### config.mk
export PLATFORM = sky130hd
export DESIGN_NAME = tpc_top
export DESIGN_NICKNAME = d
export VERILOG_FILES = /design/src/logic/tpc_pkg.sv /design/src/logic/tpc_fifo_if.sv /design/src/logic/tpc_fifo.sv /design/src/logic/tpc_top.sv
export VERILOG_INCLUDE_DIRS = /design/src /design/src/logic
export SDC_FILE = /design/constraint.sdc
export NUM_CORES = 2
export LEC_CHECK = 0
export ABC_AREA = 1
export BUFFER_PORTS_ARGS = -buffer_cell sky130_fd_sc_hd__buf_2
export CAP_MARGIN = 20
export CORE_ASPECT_RATIO = 1.75
export CORE_UTILIZATION = 35
export CTS_CLUSTER_DIAMETER = 100
export DETAILED_ROUTE_END_ITERATION = 6
export SETUP_SLACK_MARGIN = 0.02
export SYNTH_ARGS = -nofsm -noshare
export SYNTH_HDL_FRONTEND = slang
export SYNTH_HIERARCHICAL = 1
export SYNTH_SLANG_ARGS = --single-unit
### constraint.sdc
create_clock -name pclk -period 4.5 [get_ports pclk]
set_input_delay 0.225 -clock pclk [delete_from_list [all_inputs] [get_ports pclk]]
set_output_delay 0.225 -clock pclk [all_outputs]
set_load 0.05 [all_outputs]
### src/logic/tpc_map.svh
// register offsets, field positions and fixed widths of the pcs block
`ifndef TPC_MAP_SVH
`define TPC_MAP_SVH
`define TPC_OFF_CTRL 8'h00
`define TPC_OFF_PAT 8'h04
`define TPC_OFF_STAT 8'h08
`define TPC_CTRL_RST 32'h0000_0002
`define TPC_CTRL_MASK 32'h0000_037F
`define TPC_PAT_RST 20'h000FF
`define TPC_B_LOWLAT 0
`define TPC_B_ENC 1
`define TPC_B_DW 2
`define TPC_B_BSER 3
`define TPC_B_DET 4
`define TPC_B_TXREG 5
`define TPC_B_SWAP 6
`define TPC_F_PLEN 9:8
`define TPC_PLEN_16 2'h1
`define TPC_PLEN_20 2'h2
`define TPC_PLEN_32 2'h3
`define TPC_S_SLIP 4:0
`define TPC_S_LOCK 8
`define TPC_S_ORD 9
`define TPC_S_CERR 10
`define TPC_S_OVF 11
`define TPC_S_TXSLIP 20:16
`define TPC_W8 5'h08
`define TPC_W10 5'h0A
`define TPC_W16 5'h10
`define TPC_W20 5'h14
`define TPC_PMA_BITS 20
`define TPC_ONES 20'hFFFFF
`define TPC_SLIP_DW 5'h13
`endif

### src/logic/tpc_pkg.sv
// shared types of the pcs block
`default_nettype none
package tpc_pkg;
   typedef logic [19:0] tpc_pma_t;
   typedef logic [39:0] tpc_wide_t;
   typedef logic [4:0] tpc_slip_t;
   typedef enum logic [1:0] {
      tpc_search = 2'b01,
      tpc_locked = 2'b10
   } tpc_align_t;
endpackage : tpc_pkg
`default_nettype wire

### src/logic/tpc_fifo_if.sv
// handshake bundle between the datapath and a phase compensation fifo
`default_nettype none
interface tpc_fifo_if #(parameter int W = 40);
   logic in_valid;
   logic in_ready;
   logic [W-1:0] in_data;
   logic out_valid;
   logic out_ready;
   logic [W-1:0] out_data;
   logic reg_mode;
   modport fifo (input in_valid, in_data, out_ready, reg_mode,
      output in_ready, out_valid, out_data);
   modport user (output in_valid, in_data, out_ready, reg_mode,
      input in_ready, out_valid, out_data);
endinterface : tpc_fifo_if
`default_nettype wire

### src/logic/tpc_fifo.sv
// phase compensation fifo with a single-register mode
`default_nettype none
module tpc_fifo #(
   parameter int W = 40,
   parameter int DEPTH = 16
) (
   input wire logic pclk,
   input wire logic presetn,
   tpc_fifo_if.fifo q
);
   import tpc_pkg::*;
   localparam int AW = $clog2(DEPTH);
   typedef struct packed {
      logic [DEPTH-1:0][W-1:0] mem;
      logic [AW-1:0] wp;
      logic [AW-1:0] rp;
      logic [AW:0] cnt;
      logic rdy;
   } tpc_fifo_st_t;
   tpc_fifo_st_t st_ff;
   tpc_fifo_st_t nxt_st;
   logic push;
   logic pop;
   logic [AW:0] cap;

   if (DEPTH < 2 || (DEPTH & (DEPTH - 1)) != 0) begin : g_bad_depth
      $error("fifo depth must be a power of two of at least two");
   end

   assign q.in_ready = st_ff.rdy;
   assign q.out_valid = (st_ff.cnt != '0);
   assign q.out_data = st_ff.mem[st_ff.rp];

   always_comb begin
      nxt_st = st_ff;
      push = q.in_valid && st_ff.rdy;
      pop = q.out_ready && (st_ff.cnt != '0);
      // register mode caps the fill at one word, two if the reader stalls right after a pop
      cap = q.reg_mode ? (AW + 1)'(1) : (AW + 1)'(DEPTH);
      if (push) begin
         nxt_st.mem[st_ff.wp] = q.in_data;
         nxt_st.wp = st_ff.wp + 1'b1;
      end
      if (pop) begin
         nxt_st.rp = st_ff.rp + 1'b1;
      end
      nxt_st.cnt = st_ff.cnt + (AW + 1)'(push) - (AW + 1)'(pop);
      // register mode takes a word while the held one leaves: a steady stream
      // keeps one word of latency, a reader that stalls lets in one more
      nxt_st.rdy = (nxt_st.cnt < cap) || (q.reg_mode && q.out_ready && nxt_st.cnt == cap);
   end

   always_ff @(posedge pclk or negedge presetn) begin
      if (!presetn) begin
         st_ff <= '0;
      end else begin
         st_ff <= nxt_st;
      end
   end
endmodule : tpc_fifo
`default_nettype wire

### src/logic/tpc_top.sv
// pcs datapath for basic and deterministic latency modes with apb control
`default_nettype none
`include "tpc_map.svh"
// Behaviour
// single width pma word is 8 bits raw, 10 bits with 8b10b coding
// byte serializer optional; both phase compensation fifos always in path
// word aligner active in regular basic mode, bypassed in low latency
// low latency skips coding, aligner, deskew, rate match and byte ordering
// 16-bit double width: byte ordering only with 16 or 32 bit pattern
// 20-bit double width: byte ordering only with 20 bit pattern
// configuring party enables byte serializer above 1.92G line rate
// deterministic latency supports 16 and 20 bit pma words
// deterministic latency enables tx bit slip, forces rx fifo register mode
// 5-bit rx slip count output and 5-bit tx slip amount input
// fifo in register mode acts as one pipeline register; code takes a second word if the reader stalls right after a pop
// tx fifo register mode optional in deterministic latency, off by default
// pll feedback needs reference clock equal to parallel clock
// 8 or 10 bit width: slip count equals bits slipped
// 16 or 20 bit width: slip count equals 19 minus bits slipped
// aligner slips 0 to 9 bits single width, 0 to 19 double; code stops at 7 and 15 at 8 and 16 bit widths
// surrounding logic loops rx slip count back to tx slip amount
// deterministic latency coding present but may be disabled
// tx bit slip delays the word by the slip amount, held until change
module tpc_top #(
   parameter int FIFO_DEPTH = 16
) (
   input wire logic pclk,
   input wire logic presetn,
   input wire logic [7:0] paddr,
   input wire logic psel,
   input wire logic penable,
   input wire logic pwrite,
   input wire logic [31:0] pwdata,
   output logic [31:0] prdata,
   output logic pready,
   output logic pslverr,
   input wire tpc_pkg::tpc_wide_t tx_data,
   input wire logic tx_valid,
   output logic tx_ready,
   output tpc_pkg::tpc_pma_t tx_pma_data,
   input wire logic tx_pma_ready,
   input wire tpc_pkg::tpc_slip_t tx_slip_amount,
   input wire tpc_pkg::tpc_pma_t rx_pma_data,
   output tpc_pkg::tpc_wide_t rx_data,
   output logic rx_valid,
   input wire logic rx_ready,
   output tpc_pkg::tpc_slip_t rx_slip_count
);
   import tpc_pkg::*;

   typedef struct packed {
      logic [31:0] ctrl;
      logic [19:0] pat;
      tpc_align_t al;
      logic [4:0] slip;
      logic [19:0] rx_prev;
      logic [19:0] tx_prev;
      logic [19:0] rx_lo;
      logic rx_phase;
      logic tx_phase;
      logic cerr;
      logic ovf;
      logic [19:0] txd;
      logic [4:0] slipcnt;
      logic rxo_v;
      logic [39:0] rxo_d;
      logic [31:0] rdata;
      logic rdy;
      logic slverr;
   } tpc_top_st_t;

   localparam tpc_top_st_t ST_RST = '{ctrl: `TPC_CTRL_RST, pat: `TPC_PAT_RST,
      al: tpc_search, default: '0};

   if (FIFO_DEPTH < 2) begin : g_bad_depth
      $error("fifo depth below two cannot hold a serializer pair");
   end

   function automatic logic [9:0] tpc_enc8(input logic [7:0] b);
      return {~(^b), ^b, b};
   endfunction : tpc_enc8

   function automatic logic tpc_chk10(input logic [9:0] g);
      return g[9:8] == {~(^g[7:0]), ^g[7:0]};
   endfunction : tpc_chk10

   tpc_top_st_t st_ff;
   tpc_top_st_t nxt_st;
   logic lowlat, enc, dw, det, bser, ord, hit, word_ok, cerr, rx_push, wr, clr;
   logic [1:0] plen;
   logic [4:0] wid, tx_shift, hit_pos;
   logic [19:0] mask, half, tx_word, tx_out, rx_cur, aligned, dec_raw, dec;
   logic [39:0] tx_comb, rx_comb, rx_in;
   logic [31:0] rd;

   tpc_fifo_if #(.W(40)) txq ();
   tpc_fifo_if #(.W(40)) rxq ();

   // ------------------------------------------------------------
   // phase compensation fifos
   // ------------------------------------------------------------
   tpc_fifo #(.W(40), .DEPTH(FIFO_DEPTH)) u_txq (
      .pclk(pclk),
      .presetn(presetn),
      .q(txq.fifo)
   );
   tpc_fifo #(.W(40), .DEPTH(FIFO_DEPTH)) u_rxq (
      .pclk(pclk),
      .presetn(presetn),
      .q(rxq.fifo)
   );

   assign txq.in_valid = tx_valid;
   assign txq.in_data = tx_data;
   assign txq.out_ready = tx_pma_ready && (!bser || st_ff.tx_phase);
   assign txq.reg_mode = det && st_ff.ctrl[`TPC_B_TXREG];
   assign rxq.in_valid = rx_push;
   assign rxq.in_data = rx_in;
   assign rxq.out_ready = !st_ff.rxo_v || rx_ready;
   assign rxq.reg_mode = det;

   assign tx_ready = txq.in_ready;
   assign tx_pma_data = st_ff.txd;
   assign rx_data = st_ff.rxo_d;
   assign rx_valid = st_ff.rxo_v;
   assign rx_slip_count = st_ff.slipcnt;
   assign prdata = st_ff.rdata;
   assign pready = st_ff.rdy;
   assign pslverr = st_ff.slverr;

   always_comb begin
      nxt_st = st_ff;
      // ------------------------------------------------------------
      // mode decode
      // ------------------------------------------------------------
      lowlat = st_ff.ctrl[`TPC_B_LOWLAT];
      enc = st_ff.ctrl[`TPC_B_ENC] && !lowlat;
      dw = st_ff.ctrl[`TPC_B_DW];
      det = st_ff.ctrl[`TPC_B_DET];
      bser = st_ff.ctrl[`TPC_B_BSER];
      plen = st_ff.ctrl[`TPC_F_PLEN];
      wid = dw ? (enc ? `TPC_W20 : `TPC_W16) : (enc ? `TPC_W10 : `TPC_W8);
      mask = `TPC_ONES >> (`TPC_W20 - wid);

      // ------------------------------------------------------------
      // transmit: serializer, encoder, bit slip
      // ------------------------------------------------------------
      tx_shift = '0;
      if (det) begin
         // amount clamped below the word width, else the window runs off
         tx_shift = (tx_slip_amount < wid) ? tx_slip_amount : wid - 5'h01;
      end
      half = (bser && st_ff.tx_phase) ? txq.out_data[39:20] : txq.out_data[19:0];
      tx_word = half & mask;
      if (enc) begin
         tx_word = dw ? {tpc_enc8(half[15:8]), tpc_enc8(half[7:0])}
                      : {10'h000, tpc_enc8(half[7:0])};
      end
      if (!txq.out_valid) begin
         tx_word = '0;
      end
      tx_comb = ({20'h00000, tx_word} << wid) | {20'h00000, st_ff.tx_prev};
      tx_out = 20'(tx_comb >> (wid - tx_shift)) & mask;
      if (tx_pma_ready) begin
         nxt_st.tx_prev = tx_word;
         nxt_st.txd = tx_out;
         if (bser && txq.out_valid) begin
            nxt_st.tx_phase = !st_ff.tx_phase;
         end
      end
      if (!bser) begin
         nxt_st.tx_phase = 1'b0;
      end

      // ------------------------------------------------------------
      // receive: word aligner
      // ------------------------------------------------------------
      rx_cur = rx_pma_data & mask;
      rx_comb = ({20'h00000, rx_cur} << wid) | {20'h00000, st_ff.rx_prev};
      hit = 1'b0;
      hit_pos = '0;
      for (int s = 0; s < `TPC_PMA_BITS; s++) begin
         // offsets stop one short of the width: 0..7, 0..9, 0..15 or 0..19
         if (!hit && 5'(s) < wid && (20'(rx_comb >> s) & mask) == (st_ff.pat & mask)) begin
            hit = 1'b1;
            hit_pos = 5'(s);
         end
      end
      nxt_st.rx_prev = rx_cur;
      if (lowlat) begin
         nxt_st.al = tpc_search;
         nxt_st.slip = '0;
      end else if (st_ff.al == tpc_search && hit) begin
         nxt_st.al = tpc_locked;
         nxt_st.slip = hit_pos;
      end
      aligned = 20'(rx_comb >> st_ff.slip) & mask;
      word_ok = lowlat || st_ff.al == tpc_locked;
      // count reported so that the far end can cancel it on transmit
      nxt_st.slipcnt = dw ? `TPC_SLIP_DW - st_ff.slip : st_ff.slip;

      // ------------------------------------------------------------
      // receive: decoder, byte ordering, deserializer
      // ------------------------------------------------------------
      dec_raw = aligned;
      cerr = 1'b0;
      if (enc) begin
         dec_raw = dw ? {4'h0, aligned[17:10], aligned[7:0]} : {12'h000, aligned[7:0]};
         cerr = !tpc_chk10(aligned[9:0]) || (dw && !tpc_chk10(aligned[19:10]));
      end
      ord = dw && !lowlat && (enc ? plen == `TPC_PLEN_20
                                  : (plen == `TPC_PLEN_16 || plen == `TPC_PLEN_32));
      dec = dec_raw;
      if (ord && st_ff.ctrl[`TPC_B_SWAP]) begin
         dec = {dec_raw[19:16], dec_raw[7:0], dec_raw[15:8]};
      end
      rx_push = word_ok && (!bser || st_ff.rx_phase);
      rx_in = bser ? {dec, st_ff.rx_lo} : {20'h00000, dec};
      if (word_ok && bser) begin
         nxt_st.rx_phase = !st_ff.rx_phase;
         if (!st_ff.rx_phase) begin
            nxt_st.rx_lo = dec;
         end
      end
      if (!bser) begin
         nxt_st.rx_phase = 1'b0;
      end
      // output stage keeps rx_data straight from a flop
      if (rxq.out_valid && rxq.out_ready) begin
         nxt_st.rxo_v = 1'b1;
         nxt_st.rxo_d = rxq.out_data;
      end else if (rx_ready) begin
         nxt_st.rxo_v = 1'b0;
      end

      // ------------------------------------------------------------
      // apb slave
      // ------------------------------------------------------------
      wr = psel && penable && pwrite && st_ff.rdy && !st_ff.slverr;
      clr = wr && paddr == `TPC_OFF_STAT;
      // a new event wins over a clear in the same cycle
      nxt_st.cerr = (st_ff.cerr && !(clr && pwdata[`TPC_S_CERR])) || (word_ok && cerr);
      nxt_st.ovf = (st_ff.ovf && !(clr && pwdata[`TPC_S_OVF])) || (rx_push && !rxq.in_ready);
      if (wr && paddr == `TPC_OFF_CTRL) begin
         nxt_st.ctrl = pwdata & `TPC_CTRL_MASK;
         nxt_st.al = tpc_search;
         nxt_st.slip = '0;
      end
      if (wr && paddr == `TPC_OFF_PAT) begin
         nxt_st.pat = pwdata[19:0];
         nxt_st.al = tpc_search;
         nxt_st.slip = '0;
      end
      rd = '0;
      case (paddr)
         `TPC_OFF_CTRL: begin
            rd = st_ff.ctrl;
         end
         `TPC_OFF_PAT: begin
            rd[19:0] = st_ff.pat;
         end
         `TPC_OFF_STAT: begin
            rd[`TPC_S_SLIP] = st_ff.slipcnt;
            rd[`TPC_S_LOCK] = (st_ff.al == tpc_locked);
            rd[`TPC_S_ORD] = ord;
            rd[`TPC_S_CERR] = st_ff.cerr;
            rd[`TPC_S_OVF] = st_ff.ovf;
            rd[`TPC_S_TXSLIP] = tx_slip_amount;
         end
         default: begin
            rd = '0;
         end
      endcase
      // answer is prepared in setup so the access phase needs no wait
      nxt_st.rdy = psel && !penable;
      nxt_st.rdata = (psel && !penable && !pwrite) ? rd : '0;
      nxt_st.slverr = psel && !penable && !(paddr == `TPC_OFF_CTRL
         || paddr == `TPC_OFF_PAT || paddr == `TPC_OFF_STAT);
   end

   always_ff @(posedge pclk or negedge presetn) begin
      if (!presetn) begin
         st_ff <= ST_RST;
      end else begin
         st_ff <= nxt_st;
      end
   end
endmodule : tpc_top
`default_nettype wire

==> impl_metrics.json <==
{
  "cp_slowest_stage_delay_ns": 0.57,
  "tightest_slew_ns": 1.31,
  "cts_root_buffer": "clkbuf_16",
  "wl_mm": 299,
  "synth_area_sq_mm": 0.0732,
  "worst-r2r-setup-slack_ns": -0.12,
  "dp_slack_ns": -0.509,
  "nets": 10000,
  "crit_path_frequent_cell": "nand2_1",
  "r2r_start": "st_ff[192]",
  "viasPerCell": 5.53,
  "syn_inst": 9583,
  "leakage_nw": 41.2,
  "hold_viol": 20,
  "cp_max_fo": 6,
  "finalMaxSlewViolations": 0,
  "remaining_drc_errors": 0,
  "end_kind": "flop",
  "numCtsBuffers": 146,
  "run_status": "complete, but fails checks",
  "design.die.area_sq_mm": 0.211,
  "p_per_area_mw_per_mm2": 589,
  "antenna_found_initial": 18,
  "h-tree-depth": 4,
  "cp_num_cells": 26,
  "numPortBuffers": 182,
  "place_area_sq_mm": 0.0800,
  "crit_required_ns": 5.19,
  "drt_iter0_markers": 6734,
  "drive_above_1_share_pct": 15.0,
  "overflow": 0,
  "io_pins": 214,
  "grt_max_degree": 148,
  "critPathLaunch": "st_ff[192]",
  "start_util_pct": 35.3,
  "grt_pass1_wl_mm": 441,
  "grt_pass1_vias": 67500,
  "fp.dieH_um": 607,
  "vdd_drop_max_mv": 0.471,
  "cts.sinks": 1369,
  "cap_violations": 0,
  "coreArea_sq_mm": 0.207,
  "path_class": "reg -> reg",
  "clk-insertion-delay-late_ns": 0.82,
  "period_share_pct": 103,
  "rsz0062_at_grt": "yes",
  "cts_tree": "built",
  "tns_ns": -0.332,
  "final_area_sq_mm": 0.0866,
  "die_w_um": 348,
  "clock_path_buffers": 4,
  "setup_viol": 5,
  "dp_hpwl_mm": 201,
  "layout_setup_ws_ns": -0.115,
  "crit_arrival_ns": 5.31,
  "fin_crit_ns": 4.62,
  "dr.pass1.iters": 6,
  "hp-class": "in -> async",
  "critPathBufInv": 7,
  "crit_slowest_cell": "dfstp_2",
  "ant_nets": 0,
  "syn_to_final_growth_pct": 18.4,
  "num_rows": 221,
  "critPathCapture": "st_ff[165]",
  "timing.hold.ws_ns": -0.0558,
  "worstRegToRegCells": 26,
  "p_total_mw": 51.0,
  "violations": "hold timing, setup timing",
  "ys_warn_count": 6,
  "max-slew-margin-rel_pct": 13.0,
  "place.gp.congestion": 1.07,
  "fin_skew_ns": 0.0766,
  "grt_util_all_layers_pct": 27.9,
  "dr_total_vias": 70100,
  "crit_family": "simple AND/OR/NAND/NOR gates",
  "wl_per_cell_um": 23.5,
  "cts.clk_slew.worst_paths_ns": 0.07,
  "cp-start-kind": "flop",
  "syn_area_per_cell_sq_um": 7.63,
  "fmax_mhz": 217,
  "r2r_end": "st_ff[165]"
}
[sequential cells by signal, summed over array words and instances (netlist names), 2 cells and up]
register,cells
plen,2
prdata,21
rx_data,40
rx_slip_count,5
st_ff,94
tx_pma_data,20
u_rxq/st_ff,653
u_txq/st_ff,525
[stage by stage]
step | instances | hold slack, ns | utilization, %
global placement | 12300 | 0.330 | 38.6
finish | 12700 | -0.0558 | 41.8
CTS | 12600 | 0.000574 | 41.3
detailed placement | 12300 | 0.312 | 38.6
floorplan | 9597 | -0.0706 | -
global route | 12700 | 0.0181 | 41.7
[per-layer routing]
metal	part of all wire, %	GRT usage, %
met5	0.027	0
met4	8.5	19.9
met3	6.3	4.43
met2	48	47.6
met1	37	31.6
[where the power goes]
part	switching [mW]	internal (mW)
clock	5.15	6.80
sequential	1.61	14.8
combinational	14.4	8.23
total	21.2	29.8
[cell type report]
class | instances | area, sq um
tap | 2676 | 3350
fill | 21100 | 121000
antenna | 11 | 27.5
clock buffer | 205 | 4230
sequential | 1369 | 34300
timing repair buffer | 1035 | 8610
multi-input combinational | 6798 | 33600
inverter | 542 | 2070
timing repair inverter | 3 | 17.5
clock inverter | 46 | 390
[layout by cell type, fill, tap and decap left out, types with 13 or more instances in the layout]
cell type,n
o21ai_2,25
inv_1,486
clkbuf_16,152
clkinv_2,31
o221ai_1,22
nand3_1,305
nor2_4,15
nor2_1,941
dfrtp_1,1350
clkbuf_8,27
clkinv_1,13
a21oi_1,239
xor2_1,61
ha_1,33
o211ai_1,331
buf_6,16
nor3_1,28
conb_1,16
inv_2,35
o2111ai_1,23
o21ai_1,195
clkbuf_1,28
nor2_2,28
o21ai_0,1894
dlygate4sd3_1,85
mux2_2,40
nand3_2,16
buf_2,181
nand2_1,2169
buf_4,675
buf_12,70
a22oi_1,14
mux2i_1,27
nand4_1,64
o22ai_1,68
a211oi_1,16
nand2_4,22
nor4_1,14
a221oi_1,21
nand2_2,40
[worst min path at each step]
stage / startpoint / endpoint / slack, ns
global route: presetn / u_rxq/st_ff[172] / 0.02
detailed placement: presetn / u_rxq/st_ff[172] / 0.31
floorplan: presetn / bser / -0.07
CTS: psel / st_ff[100] / 0.0006
global placement: presetn / u_rxq/st_ff[172] / 0.33
finish: presetn / u_rxq/st_ff[172] / -0.06
[worst register-to-register path, stage by stage, from the launching register on]
cell	delay, ns
dfstp_2	0.57
buf_4	0.12
inv_2	0.04
nor2_4	0.23
nand2_2	0.10
inv_2	0.07
ha_2	0.18
nand2_2	0.10
buf_6	0.15
nand2_8	0.09
buf_4	0.16
inv_2	0.04
nand2_1	0.08
buf_4	0.27
o22ai_2	0.27
nor3_2	0.47
nand3_1	0.18
nor2_2	0.22
nand3_1	0.20
nand4_4	0.19
nor2_1	0.07
a41oi_1	0.24
nand2_1	0.09
nor2_1	0.09
nand2_1	0.07
nand3_1	0.14
nand2_1	0.08
[what timing repair did]
item                                   CTS  global route
setup endpoints to repair              446           541
gates resized for setup                 39           221
endpoints found under the hold margin  652             0
buffers inserted                         1            22
gates cloned                             1             5
hold buffers                            85             0
pin swaps                                2            27
Power figures use the tool's default switching activity.
